**config.mk**
```make
export PLATFORM = sky130hd
export DESIGN_NAME = itc_timer
export DESIGN_NICKNAME = d
export VERILOG_FILES = /design/src/logic/itc_pkg.sv /design/src/logic/itc_timer.sv
export SDC_FILE = /design/constraint.sdc
export NUM_CORES = 1
export LEC_CHECK = 0
export BUFFER_PORTS_ARGS = -buffer_cell sky130_fd_sc_hd__buf_2
export CORE_ASPECT_RATIO = 0.8
export CORE_MARGIN = 8
export CORE_UTILIZATION = 30
export CTS_CLUSTER_DIAMETER = 40
export DETAILED_ROUTE_END_ITERATION = 10
export SYNTH_ARGS = -nofsm -noshare
export SYNTH_HDL_FRONTEND = slang
export SYNTH_SLANG_ARGS = --single-unit
```
**constraint.sdc**
```tcl
create_clock -name clock -period 3.1 [get_ports clock]
set_input_delay 0.62 -clock clock [delete_from_list [all_inputs] [get_ports clock]]
set_output_delay 0.62 -clock clock [all_outputs]
set_load 0.1 [all_outputs]
```
**src/logic/itc_pkg.sv**
```systemverilog
package itc_pkg;

   // Counter widths
   localparam int LEG_W = 8;                // Legacy up-counter width
   localparam int CH_W  = 16;               // Array down-counter width
   localparam int PSC_W = 16;               // Shared prescaler width
   localparam int LSD_W = 9;                // Low-speed clock divider width

   // Array layout defaults
   localparam int UNITS_DEF   = 2;          // Array units
   localparam int CH_PER_UNIT = 8;          // Channels per unit
   localparam int SPECIAL_CH  = 5;          // Channel with extra sources
   localparam int LEGACY_NUM  = 2;          // Legacy timers 0 and 1

   // System clock rate
   localparam int SYS_CLK_HZ = 50_000_000;  // 20 ns period

   // Legacy timer 0 count clock selection
   localparam logic [2:0] L0_SEL_DIV1    = 3'h0;
   localparam logic [2:0] L0_SEL_DIV2    = 3'h1;
   localparam logic [2:0] L0_SEL_DIV4    = 3'h2;
   localparam logic [2:0] L0_SEL_DIV64   = 3'h3;
   localparam logic [2:0] L0_SEL_DIV1024 = 3'h4;
   localparam logic [2:0] L0_SEL_EXT     = 3'h5;

   // Legacy timer 1 count clock selection
   localparam logic [2:0] L1_SEL_DIV1    = 3'h0;
   localparam logic [2:0] L1_SEL_DIV4    = 3'h1;
   localparam logic [2:0] L1_SEL_DIV16   = 3'h2;
   localparam logic [2:0] L1_SEL_DIV64   = 3'h3;
   localparam logic [2:0] L1_SEL_DIV4096 = 3'h4;
   localparam logic [2:0] L1_SEL_LS      = 3'h5;
   localparam logic [2:0] L1_SEL_LS128   = 3'h6;
   localparam logic [2:0] L1_SEL_LS512   = 3'h7;

   // Prescaler and low-speed divider exponents used by the legacy selections
   localparam logic [3:0] EXP_1    = 4'h0;
   localparam logic [3:0] EXP_2    = 4'h1;
   localparam logic [3:0] EXP_4    = 4'h2;
   localparam logic [3:0] EXP_16   = 4'h4;
   localparam logic [3:0] EXP_64   = 4'h6;
   localparam logic [3:0] EXP_1024 = 4'hA;
   localparam logic [3:0] EXP_4096 = 4'hC;
   localparam logic [3:0] EXP_LS128 = 4'h7;
   localparam logic [3:0] EXP_LS512 = 4'h9;

   // Channel 5 count clock source
   typedef enum logic [1:0] {
      itc_src_prescale,
      itc_src_subsystem,
      itc_src_low_speed,
      itc_src_spare
   } itc_src_type;

   // Reset values
   localparam logic [LEG_W-1:0] LEG_CNT_RST = 8'h00;
   localparam logic [CH_W-1:0]  CH_CNT_RST  = 16'h0000;
   localparam logic [PSC_W-1:0] PSC_RST     = 16'h0000;
   localparam logic [LSD_W-1:0] LSD_RST     = 9'h000;

endpackage

```
**src/logic/itc_timer.sv**
```systemverilog
`timescale 1ns/100ps

module itc_timer #(
   parameter int NUM_UNITS = itc_pkg::UNITS_DEF
) (
   // Clock and reset
   input  wire logic                                   clock,
   input  wire logic                                   rst_b,
   // Asynchronous clock pins
   input  wire logic                      subsystem_clock,
   input  wire logic                      low_speed_internal_clock,
   input  wire logic                      external_8bit_timer_output,
   // Legacy timer controls
   input  wire logic [1:0]                legacy_run_enable,
   input  wire logic [1:0][2:0]           legacy_clock_select,
   input  wire logic [1:0][itc_pkg::LEG_W-1:0] legacy_compare,
   // Legacy timer outputs
   output logic [1:0]                     legacy_interval_irq,
   // Array unit controls
   input  wire logic [NUM_UNITS-1:0]      array_clock_supply_enable,
   input  wire logic [NUM_UNITS*8-1:0]    channel_start_trigger,
   input  wire logic [NUM_UNITS*8-1:0]    channel_stop_trigger,
   input  wire logic [NUM_UNITS*8-1:0]    start_interrupt_select,
   input  wire logic [NUM_UNITS*8-1:0][3:0] channel_prescale_select,
   input  wire itc_pkg::itc_src_type [NUM_UNITS-1:0] channel5_source_select,
   input  wire logic [NUM_UNITS*8-1:0][itc_pkg::CH_W-1:0]
                                          channel_data_reload,
   // Array unit outputs
   output logic [NUM_UNITS*8-1:0]         channel_irq,
   output logic [NUM_UNITS*8-1:0]         channel_running,
   output logic [NUM_UNITS*8-1:0][itc_pkg::CH_W-1:0] channel_counter
);
   import itc_pkg::*;

   localparam int NCH = NUM_UNITS * CH_PER_UNIT;  // Flat channel count

   // Two units are documented; one is allowed for small builds
   initial begin
      if (NUM_UNITS < 1 || NUM_UNITS > 2) begin
         $error("itc_timer: NUM_UNITS must be 1 or 2");
      end
   end

   // Whole state of the block in one register
   typedef struct packed {
      logic [PSC_W-1:0]             psc;       // Free-running prescaler
      logic [LSD_W-1:0]             lsd;       // Low-speed clock divider
      logic [2:0]                   sub_sync;  // Sync chain plus history
      logic [2:0]                   ls_sync;   // Sync chain plus history
      logic [2:0]                   ext_sync;  // Sync chain plus history
      logic [1:0][LEG_W-1:0]        leg_cnt;   // Legacy up-counters
      logic [1:0]                   leg_irq;   // Legacy interrupt pulses
      logic [NCH-1:0][CH_W-1:0]     ch_cnt;    // Channel down-counters
      logic [NCH-1:0]               ch_run;    // Channel running flags
      logic [NCH-1:0]               ch_irq;    // Channel interrupt pulses
   } itc_state_type;

   itc_state_type st_q;   // Registered state
   itc_state_type st_d;   // Next state

   // Tick for a divide by 2^e taken from the prescaler
   function automatic logic div_tick(input logic [PSC_W-1:0] cnt,
                                     input logic [3:0]       e);
      logic [PSC_W-1:0] mask;
      mask = ~(16'hFFFF << e);
      return (cnt & mask) == mask;
   endfunction

   // Helper signals derived from the current state
   logic sub_rise;        // Subsystem clock rising edge
   logic ls_rise;         // Low-speed clock rising edge
   logic ext_rise;        // External timer output rising edge
   logic [1:0] leg_tick;  // Legacy count enables
   logic [NCH-1:0] ch_tick; // Channel count enables

   // Edges come only from the second and third stages
   always_comb begin
      sub_rise = st_q.sub_sync[1] & ~st_q.sub_sync[2];
      ls_rise  = st_q.ls_sync[1] & ~st_q.ls_sync[2];
      ext_rise = st_q.ext_sync[1] & ~st_q.ext_sync[2];
   end

   // Count clock selection for the legacy timers
   always_comb begin
      leg_tick = 2'b00;
      // Timer 0: prescaler taps or the external timer output
      unique case (legacy_clock_select[0])
         L0_SEL_DIV1:    leg_tick[0] = div_tick(st_q.psc, EXP_1);
         L0_SEL_DIV2:    leg_tick[0] = div_tick(st_q.psc, EXP_2);
         L0_SEL_DIV4:    leg_tick[0] = div_tick(st_q.psc, EXP_4);
         L0_SEL_DIV64:   leg_tick[0] = div_tick(st_q.psc, EXP_64);
         L0_SEL_DIV1024: leg_tick[0] = div_tick(st_q.psc, EXP_1024);
         L0_SEL_EXT:     leg_tick[0] = ext_rise;
         // Unused codes leave the timer without a clock
         default:        leg_tick[0] = 1'b0;
      endcase
      // Timer 1: prescaler taps or the low-speed oscillator
      unique case (legacy_clock_select[1])
         L1_SEL_DIV1:    leg_tick[1] = div_tick(st_q.psc, EXP_1);
         L1_SEL_DIV4:    leg_tick[1] = div_tick(st_q.psc, EXP_4);
         L1_SEL_DIV16:   leg_tick[1] = div_tick(st_q.psc, EXP_16);
         L1_SEL_DIV64:   leg_tick[1] = div_tick(st_q.psc, EXP_64);
         L1_SEL_DIV4096: leg_tick[1] = div_tick(st_q.psc, EXP_4096);
         L1_SEL_LS:      leg_tick[1] = ls_rise;
         L1_SEL_LS128: begin
            leg_tick[1] = ls_rise &
                          (st_q.lsd[EXP_LS128-1:0] == '1);
         end
         L1_SEL_LS512: begin
            leg_tick[1] = ls_rise &
                          (st_q.lsd[EXP_LS512-1:0] == '1);
         end
      endcase
   end

   // Count clock selection for the array channels
   always_comb begin
      ch_tick = '0;
      for (int i = 0; i < NCH; i++) begin
         // Default source is the prescaler tap
         ch_tick[i] = div_tick(st_q.psc,
                               channel_prescale_select[i]);
         // Only the special channel may pick another source
         if (i % CH_PER_UNIT == SPECIAL_CH) begin
            unique case (channel5_source_select[i / CH_PER_UNIT])
               itc_src_prescale: ch_tick[i] = ch_tick[i];
               itc_src_subsystem: ch_tick[i] = sub_rise;
               itc_src_low_speed: ch_tick[i] = ls_rise;
               itc_src_spare:     ch_tick[i] = 1'b0;
            endcase
         end
         // A unit without its clock supply does not count
         if (!array_clock_supply_enable[i / CH_PER_UNIT]) begin
            ch_tick[i] = 1'b0;
         end
      end
   end

   // Next-state logic for the whole block
   always_comb begin
      st_d = st_q;

      // Prescaler runs freely on the system clock
      st_d.psc = st_q.psc + 16'h0001;

      // Divider of the low-speed oscillator edges
      if (ls_rise) begin
         st_d.lsd = st_q.lsd + 9'h001;
      end

      // Two-flop synchronisers, third stage only for edges
      st_d.sub_sync = {st_q.sub_sync[1:0], subsystem_clock};
      st_d.ls_sync  = {st_q.ls_sync[1:0], low_speed_internal_clock};
      st_d.ext_sync = {st_q.ext_sync[1:0], external_8bit_timer_output};

      // Legacy timers: 8-bit up-counters with compare
      for (int n = 0; n < LEGACY_NUM; n++) begin
         st_d.leg_irq[n] = 1'b0;
         if (!legacy_run_enable[n]) begin
            // Stopped timer holds a cleared counter
            st_d.leg_cnt[n] = LEG_CNT_RST;
         end else if (leg_tick[n]) begin
            if (st_q.leg_cnt[n] == legacy_compare[n]) begin
               // Match: raise the request and restart from zero
               st_d.leg_irq[n] = 1'b1;
               st_d.leg_cnt[n] = LEG_CNT_RST;
            end else begin
               st_d.leg_cnt[n] = st_q.leg_cnt[n] + 8'h01;
            end
         end
      end

      // Array channels: 16-bit reload down-counters
      for (int i = 0; i < NCH; i++) begin
         st_d.ch_irq[i] = 1'b0;
         if (!array_clock_supply_enable[i / CH_PER_UNIT]) begin
            // Triggers are ignored while the unit is unclocked
            st_d.ch_run[i] = st_q.ch_run[i];
         end else if (channel_start_trigger[i]) begin
            // Start wins over a stop in the same cycle
            st_d.ch_run[i] = 1'b1;
            st_d.ch_cnt[i] = channel_data_reload[i];
            st_d.ch_irq[i] = start_interrupt_select[i];
         end else if (channel_stop_trigger[i]) begin
            // Counter value is kept for reading after a stop
            st_d.ch_run[i] = 1'b0;
         end else if (st_q.ch_run[i] && ch_tick[i]) begin
            if (st_q.ch_cnt[i] == CH_CNT_RST) begin
               // Tick after zero: request and reload
               st_d.ch_irq[i] = 1'b1;
               st_d.ch_cnt[i] = channel_data_reload[i];
            end else begin
               // Reload plus one ticks per period
               st_d.ch_cnt[i] = st_q.ch_cnt[i] - 16'h0001;
            end
         end
      end
   end

   // Single state register with synchronous reset
   always_ff @(posedge clock) begin
      if (!rst_b) begin
         st_q.psc      <= PSC_RST;
         st_q.lsd      <= LSD_RST;
         st_q.sub_sync <= 3'h0;
         st_q.ls_sync  <= 3'h0;
         st_q.ext_sync <= 3'h0;
         st_q.leg_cnt  <= '0;
         st_q.leg_irq  <= '0;
         st_q.ch_cnt   <= '0;
         st_q.ch_run   <= '0;
         st_q.ch_irq   <= '0;
      end else begin
         st_q <= st_d;
      end
   end

   // Outputs come straight from the state register
   always_comb begin
      legacy_interval_irq = st_q.leg_irq;
      channel_irq         = st_q.ch_irq;
      channel_running     = st_q.ch_run;
      channel_counter     = st_q.ch_cnt;
   end

endmodule

```
==> flow_summary_export.csv, run 1 <==
group,metric,value,unit
outcome,status,"finished clean",
sta,rsz0062_at_grt,"false",
detailed_routing,wl,106000,µm
synthesis,synth_async_sr_flop_share,0,%
layout,layout-drive-gt1-share,25.8,%
detailed_routing,drt_first_iter_violations,2258,
global_route,grt_overflow,0,
synthesis,synth_area_leaders,"dfxtp_1, buf_4, a21oi_1",
floorplan,design.die.area,0.0911,mm²
synthesis,synth_top_family_by_area,"compound AO/OA/AOI/OAI gates",
global_route,grt_pass1_vias,25100,
synthesis,synth_top_cell_area_share,27.7,%
critical_path,start_kind,"register",
critical_path,path_cells,"buf_4 > buf_4 > nor2_1 > nor3_1 > o2111ai_1 > a221o_1 > buf_12 > or2_2 > a21oi_1",
sta,hold_viol_final,0,
detailed_routing,drc,0,
global_route,grt_pass1_wl,158000,µm
clock_tree,clock_latency,0.62,ns
detailed_routing,dr.pass1.iters,6,
layout,design_area,0.0302,mm²
global_route,track_usage,21.8,%
synthesis,synth_edf_count,0,
sta,max_freq,370,MHz
synthesis,synth_area,0.0245,mm²
floorplan,die-width,335,µm
layout,layout_commonest_cell,"buf_2",
critical_path,cp_max_fo,30,
clock_tree,tritoncts,"built",
sta,setup_violations,0,
layout,syn_to_final_growth,23.3,%
placement,gp_congestion,0.923,
synthesis,synth-xor-area-share,1.72,%
detailed_routing,drtAntennaViolNets,0,
run,drv_cap,0,
floorplan,io_pins,693,
synthesis,yosys_register_bits,339,
sta,drv_slew,0,
sta,tns,0,ns
clock_tree,numCtsBuffers,76,
critical_path,critPathMaxStageDelay,0.46,ns
clock_tree,clock_path_buffers,3,
synthesis,synth_cell_types,86,
sta,tightest_slew,1.20,ns
global_route,grt_max_degree,78,
clock_tree,htree_levels,3,
synthesis,synthFlopType,"dfxtp_1",
synthesis,synth_compound_area_share,30.1,%
floorplan,fp.dieH,272,µm
layout,fillers,8524,
pwr,power_leakage,12.8,nW
floorplan,start_util,30.4,%
floorplan,num_rows,93,
critical_path,cpMostUsedCell,"buf_4",
clock_tree,clock-sinks,339,
global_route,antenna_found_initial,60,
placement,numPortBuffers,692,
detailed_routing,wire_per_inst,21.4,µm
synthesis,avgSynthCellArea,7.19,µm²
critical_path,cpMaxStageDelayCell,"a221o_1",
sta,fin_crit,2.70,ns
hold_path,holdCritPathClass,"input port to register",
synthesis,netlist_instances,3405,
floorplan,core_area,0.0806,mm²
detailed_routing,viasPerCell,5.43,
clock_tree,hold_buffers,0,
sta,relSlewSlack,19.8,%
sta,fin_skew,0.0291,ns
detailed_routing,vias,27100,
sta,finalCritPeriodShare,87.1,%
pwr,p_per_area,698,mW/mm²
clock_tree,clkTransAtPathRegs,0.05,ns
synthesis,synth_adder_area_share,1.89,%
placement,dp_hpwl,81200,µm
clock_tree,root_buffer,"clkbuf_16",
placement,dpl_cell_area,0.0274,mm²
synthesis,synth_warnings,0,
pwr,peakVddDrop,0.000432,V
synthesis,synthesis.nets,3845,
layout,final_nets,4233,
critical_path,critical_path_arrival,3.22,ns
critical_path,critPathRequiredTime,3.62,ns
synthesis,synthMuxAreaShare,0.204,%
critical_path,worst-setup-path-type,"register to register",
critical_path,critical_path.endpoint_type,"register",
clock_tree,postCtsSetupBuffers,0,
synthesis,synth_simple_gate_area_share,24.6,%
clock_tree,cts_resized,0,
layout,final_cell_mix,"buf_2, nor2_1, a21oi_1",
synthesis,yosys.area.top_type,"dfxtp_1",
synthesis,seq_area_frac_synth,27.7,%
-- per-layer routing --
layer	vias to the layer above	global-route usage, %	share of wire [%]
met3	194	6.59	9.1
met4	42	6.97	2.6
li1	13100	-	-
met2	1108	33.9	45
met5	-	0	0.24
met1	12600	28.8	43
-- critical path: cells and delay by family (launching register included) --
| family | cells | cell delay [ns] |
|---|---|---|
| AOI/OAI and AO/OA | 3 | 0.87 |
| buffers and inverters | 3 | 0.71 |
| DFF | 1 | 0.36 |
| and+or+nand+nor | 3 | 0.67 |
-- Yosys cell counts, drive strengths merged (13+ instances only) --
library cell and instances:
o22ai 31, buf 353, inv 80, and3 15, a31oi 19, ha 37, or3 37, o21ai 172
clkbuf 153, xnor2 25, o41ai 13, o21bai 17, dfxtp 339, nand2 308, nor2b 13, nor3 134
nand4 25, nand3b 15, or4 21, o221ai 15, a22oi 19, a21o 39, nand2b 56, nor4 91
a21oi 385, nand3 74, a211oi 24, o32ai 49, o211ai 120, nor3b 17, and2 18, xor2 23
o31ai 144, nor2 388
-- where the power goes --
group          leakage (nW)  total [mW]  switching, mW  internal, mW
Sequential             2.77        5.07          0.395          4.67
Combinational          8.68        7.32           5.33          1.99
Clock                  1.33        8.70           2.86          5.84
-- logic make-up after synthesis --
kind of cell | Yosys count
compound gates | 1137
xor+xnor | 48
fa+ha+maj | 37
buf+inv | 587
flops | 339
mux | 5
simple gates | 1252
-- registers in the layout, summed over array words and instances (netlist names) --
| register | flops |
|---|---|
| channel_irq | 16 |
| st_q | 43 |
| channel_counter | 256 |
| legacy_interval_irq | 2 |
| channel_running | 16 |
| st_d | 6 |
-- path summary, 6_finish.rpt --
path | cells past startpoint | to | slack (ns) | startpoint
worst max-delay path | 9 | channel_counter[44] | 0.40 | st_q[324]
worst min-delay path | 2 | st_d[310] | 0.23 | low_speed_internal_clock
worst max register to register | 9 | channel_counter[44] | 0.40 | st_q[324]
worst min register to register | 1 | st_d[308] | 0.43 | st_d[307]
-- layout make-up --
cell class | instances | area, µm² | share of cell area, %
Multi-Input combinational cell | 2479 | 14400 | 47.6
Sequential cell | 339 | 6790 | 22.5
Tap cell | 1092 | 1370 | 4.52
Antenna cell | 35 | 87.6 | 0.290
Inverter | 81 | 312 | 1.03
Clock inverter | 43 | 614 | 2.03
Clock buffer | 97 | 2110 | 7.00
Timing Repair Buffer | 816 | 4540 | 15.0
-- stage by stage --
stage | worst slack, ns | total power, mW | std cells | hold WS [ns] | utilization, %
after floorplan | 0.674 | 11.0 | 3405 | 0.412 | -
after global placement | 0.249 | 12.4 | 4807 | 0.417 | 34.0
after detailed placement | 0.286 | 12.4 | 4807 | 0.421 | 34.0
after CTS | 0.374 | 21.2 | 4947 | 0.176 | 37.4
after global routing | 0.168 | 22.1 | 4967 | 0.197 | 37.4
final | 0.400 | 21.1 | 4982 | 0.230 | 37.5
Power figures use the tool's default switching activity.
==> inputs of run 2 (changes only) <==
Clock period 3.1 ns to 2.89 ns, I/O delays scaled along.
==> run 2 against run 1 <==
  * Routed wire length barely moved
  * Core utilization rose by 0.34 points
  * Clock skew rose by 0.0031 ns
  * Fmax rose by 3.1%
  * Design area rose by 0.92%
  * Clock power rose by 12%
  * Cell count rose by 0.28%
  * Flip-flop and latch count did not move
  * Total power rose by 9.5%
  * Critical path type unchanged
  * Largest cell class unchanged
  * Largest power group unchanged
==> flow_summary_export.csv, run 2 (synthesis gave the netlist of run 1 again) <==
group,metric,value,unit
outcome,status,"finished clean",
critical_path,timing.rr.start,"channel_counter[7]",
floorplan,fp.dieH,272,µm
critical_path,worst-setup-path-type,"register to register",
layout,fillers,8567,
floorplan,start_util,30.4,%
detailed_routing,viasPerCell,5.47,
sta,setup_ws,0.272,ns
sta,finalCritPeriodShare,90.6,%
detailed_routing,drt_first_iter_violations,2126,
pwr,power_leakage,12.9,nW
critical_path,critical_path.endpoint_type,"register",
sta,drv_slew,0,
clock_tree,numCtsBuffers,78,
placement,dpl_cell_area,0.0275,mm²
clock_tree,hold_buffers,0,
sta,rsz0062_at_grt,"false",
detailed_routing,dr.pass1.iters,7,
global_route,antenna_found_initial,69,
floorplan,design.die.area,0.0911,mm²
clock_tree,cts_resized,0,
detailed_routing,drtAntennaViolNets,0,
global_route,grt_pass1_vias,25600,
placement,gp_congestion,0.917,
sta,hold_slack,0.168,ns
hold_path,holdCritPathClass,"input port to register",
sta,tightest_slew,1.25,ns
global_route,grt_overflow,0,
floorplan,core_area,0.0806,mm²
global_route,grt_pass1_wl,159000,µm
clock_tree,root_buffer,"clkbuf_16",
critical_path,start_kind,"register",
layout,largest_reg_flops,256,
clock_tree,clkTransAtPathRegs,0.05,ns
critical_path,crit_start,"channel_counter[7]",
sta,fin_crit,2.62,ns
clock_tree,clock_path_buffers,3,
critical_path,critical_path_arrival,3.15,ns
placement,dp_slack,0.127,ns
clock_tree,postCtsSetupBuffers,0,
pwr,peakVddDrop,0.000475,V
run,drv_cap,0,
pwr,p_per_area,757,mW/mm²
detailed_routing,wire_per_inst,21.3,µm
layout,design_area,0.0305,mm²
placement,numPortBuffers,692,
floorplan,die-width,335,µm
sta,relSlewSlack,16.6,%
detailed_routing,wl,106000,µm
layout,syn_to_final_growth,24.5,%
global_route,grt_max_degree,86,
layout,layout-drive-gt1-share,26.1,%
critical_path,reg2reg_depth,8,
critical_path,cp_max_fo,31,
detailed_routing,drc,0,
sta,hold_viol_final,0,
hold_path,holdPathStages,2,
layout,final_cell_mix,"buf_2, nor2_1, a21oi_1",
placement,dp_hpwl,81100,µm
floorplan,io_pins,693,
clock_tree,clock-sinks,339,
clock_tree,clock_latency,0.64,ns
sta,tns,0,ns
global_route,track_usage,21.9,%
critical_path,critPathRequiredTime,3.42,ns
clock_tree,tritoncts,"built",
hold_path,worstHoldStart,"low_speed_internal_clock",
sta,max_freq,382,MHz
sta,fin_skew,0.0321,ns
layout,fin_util,37.8,%
detailed_routing,vias,27300,
sta,setup_violations,0,
layout,layout_commonest_cell,"buf_2",
floorplan,num_rows,93,
layout,final_nets,4243,
clock_tree,htree_levels,3,
==> run 2: cell types whose count changed in the layout (fill, tap and decap cells not counted), sizes merged <==
| cell | before | now |
|---|---|---|
| buf | 816 | 824 |
| bufinv | 12 | 14 |
| clkbuf | 97 | 102 |
| clkinv | 21 | 24 |
| clkinvlp | 5 | 2 |
| diode | 35 | 36 |
| inv | 86 | 84 |
==> run 2: worst paths after layout <==
check / to / slack, ns
worst max-delay path: channel_counter[7] / 0.27
worst max register to register: channel_counter[7] / 0.27
worst min register to register: st_d[308] / 0.44
worst min-delay path: st_d[310] / 0.17
==> run 2: report_power, final <==
part	switching, mW	internal [mW]
logic	5.74	2.17
registers	0.412	5.01
clock network	3.13	6.62
total	9.28	13.8
==> run 2: metal layers <==
metal / vias to the layer above / global-route usage [%] / part of all wire [%]
met5: - / 0 / 0.31
met4: 52 / 7.78 / 2.8
met3: 216 / 6.68 / 9.5
met2: 1138 / 34.3 / 45
met1: 12800 / 28.3 / 42
li1: 13100 / - / -
==> run 2: metrics by stage <==
stage,cells,power [mW]
2_1_floorplan,3405,11.8
3_3_place_gp,4815,13.3
3_5_place_dp,4815,13.3
4_1_cts,4960,23.2
5_1_grt,4982,24.2
6_report,4996,23.1
==> run 2: area by class of cell <==
cell class	count	area, µm²	area share, %
multi-input combinational	2479	14400	47.2
sequential	339	6790	22.3
timing repair buffer	824	4650	15.2
clock buffer	102	2190	7.19
tap	1092	1370	4.48
clock inverter	43	694	2.28
inverter	81	312	1.02
antenna	36	90.1	0.296
==> run 2: critical path: stages, from the launching register on <==
cell and delay, ns:
dfxtp_1 0.37, or4_1 0.63, nor4b_2 0.42, nand2_1 0.18, nand2_1 0.12, buf_4 0.31
and2_1 0.19, a31oi_1 0.04, o31ai_1 0.24
==> inputs of run 3 (changes only) <==
Settings changed: SETUP_SLACK_MARGIN set to 0.4.
==> run 3 against run 2 <==
  * Die area did not move
  * Flip-flop and latch count is the same
  * Sequential share of layout area decreased by 0.28 points
  * First-iteration DRC count fell by 5.4%
  * Routed wire length up 0.45%
  * Design area up 1.4%
  * Global-route usage barely moved
  * Via count up 0.26%
  * Total power rose by 0.61%
  * Setup slack better by 0.20 ns
  * Non-clock buffer count grew 9
  * Critical path type unchanged
  * Critical endpoint is now channel_counter[14]
  * Highest routed layer unchanged
==> flow_summary_export.csv, run 3 (synthesis gave the netlist of run 1 again) <==
group,metric,value,unit
global_route,track_usage,21.9,%
outcome,status,"finished clean",
run,drv_cap,0,
critical_path,critical_path.endpoint_type,"register",
pwr,peakVddDrop,0.000475,V
placement,gp_congestion,0.917,
sta,fin_skew,0.0340,ns
detailed_routing,drt_first_iter_violations,2011,
global_route,grt_pass1_vias,25600,
layout,layout-drive-gt1-share,27.6,%
detailed_routing,wl,107000,µm
layout,design_area,0.0309,mm²
clock_tree,htree_levels,3,
sta,relSlewSlack,43.2,%
sta,fin_crit,2.41,ns
detailed_routing,drtAntennaViolNets,0,
clock_tree,clock_latency,0.64,ns
layout,seq_area,0.00680,mm²
global_route,antenna_found_initial,69,
sta,tightest_slew,0.845,ns
layout,fillers,8545,
global_route,grt_max_degree,86,
placement,dpl_cell_area,0.0275,mm²
critical_path,critical_path_arrival,2.92,ns
critical_path,path_cells,"buf_4 > nand2_2 > o21ai_0 > o221ai_1 > a311o_2 > buf_4 > o21ai_0 > a21oi_1",
clock_tree,tritoncts,"built",
sta,hold_viol_final,0,
floorplan,design.die.area,0.0911,mm²
layout,final_cell_mix,"buf_2, nor2_1, a21oi_1",
placement,dpl.cell_count,4815,
critical_path,cpMaxStageDelayCell,"a311o_2",
pwr,power_leakage,13.1,nW
floorplan,start_util,30.4,%
critical_path,worst-setup-path-type,"register to register",
detailed_routing,vias,27400,
global_route,grt_overflow,0,
layout,layout_commonest_cell,"buf_2",
sta,setup_violations,0,
placement,numPortBuffers,692,
global_route,grt_pass1_wl,159000,µm
detailed_routing,drc,0,
floorplan,core_area,0.0806,mm²
pwr,p_per_area,751,mW/mm²
layout,syn_to_final_growth,26.2,%
critical_path,critPathMaxStageDelay,0.54,ns
clock_tree,clock_path_buffers,3,
placement,dp_slack,0.127,ns
detailed_routing,dr.pass1.iters,9,
layout,instances_no_fill,5005,
floorplan,num_rows,93,
critical_path,critPathRequiredTime,3.39,ns
sta,setup_ws,0.476,ns
critical_path,cp_max_fo,12,
clock_tree,numCtsBuffers,78,
placement,dp_hpwl,81100,µm
layout,multi_input_area,0.0147,mm²
sta,finalCritPeriodShare,83.5,%
layout,final_nets,4252,
sta,max_freq,414,MHz
layout,largest_reg_flops,256,
floorplan,io_pins,693,
clock_tree,clock-sinks,339,
floorplan,die-width,335,µm
clock_tree,root_buffer,"clkbuf_16",
floorplan,fp.dieH,272,µm
detailed_routing,viasPerCell,5.48,
hold_path,holdCritPathClass,"input port to register",
sta,drv_slew,0,
sta,tns,0,ns
critical_path,start_kind,"register",
clock_tree,clkTransAtPathRegs,0.05,ns
detailed_routing,wire_per_inst,21.3,µm
sta,rsz0062_at_grt,"true",
clock_tree,hold_buffers,0,
## run 3: path summary, 6_finish.rpt
kind,start,end,slack (ns),cells after the start
hold / removal,low_speed_internal_clock,st_d[310],0.17,2
setup reg to reg,st_q[335],channel_counter[14],0.48,8
hold reg to reg,st_d[307],st_d[308],0.45,1
setup / recovery,st_q[335],channel_counter[14],0.48,8
## run 3: stage by stage
| stage | power [mW] | hold WS (ns) | utilization (%) |
|---|---|---|---|
| floorplan | 11.8 | 0.412 | - |
| global placement | 13.3 | 0.414 | 34.1 |
| detailed placement | 13.3 | 0.421 | 34.1 |
| CTS | 23.2 | 0.133 | 37.8 |
| global route | 24.3 | 0.142 | 38.3 |
| finish | 23.2 | 0.166 | 38.3 |
## run 3: what timing repair did
action                                  CTS  global route
setup buffers                             2             6
endpoints found under the setup margin  118           204
cloned                                    0             1
gates resized for setup                  21            64
pin swaps                                 0             7
## run 3: cell type report
class	instances	share of cell area, %
diodes	36	0.291
clock buffers	102	7.09
clock inverters	43	2.25
inverters	81	1.02
multi-input cells	2479	47.5
flip-flops and latches	339	22.0
well taps	1092	4.42
repair buffers	833	15.5
## run 3: report_power, final
part / switching (mW) / total (mW) / internal [mW]
clock: 3.14 / 9.76 / 6.62
sequential: 0.422 / 5.44 / 5.01
combinational: 5.78 / 8.03 / 2.25
total: 9.34 / 23.2 / 13.9
## run 3: worst max-delay path: cells and delay by family, from the launching register on
family	cells	cell delay, ns
simple gates	1	0.16
flops	1	0.41
buf+inv	2	0.46
compound gates	5	1.23
## run 3: layer usage
metal | wire length (µm) | share of wire, % | vias up | track usage [%]
met2 | 48200 | 45 | 1177 | 34.3
li1 | - | - | 13100 | -
met3 | 10200 | 9.6 | 211 | 6.71
met4 | 3040 | 2.8 | 50 | 7.73
met5 | 310 | 0.29 | - | 0
met1 | 45100 | 42 | 12800 | 28.3
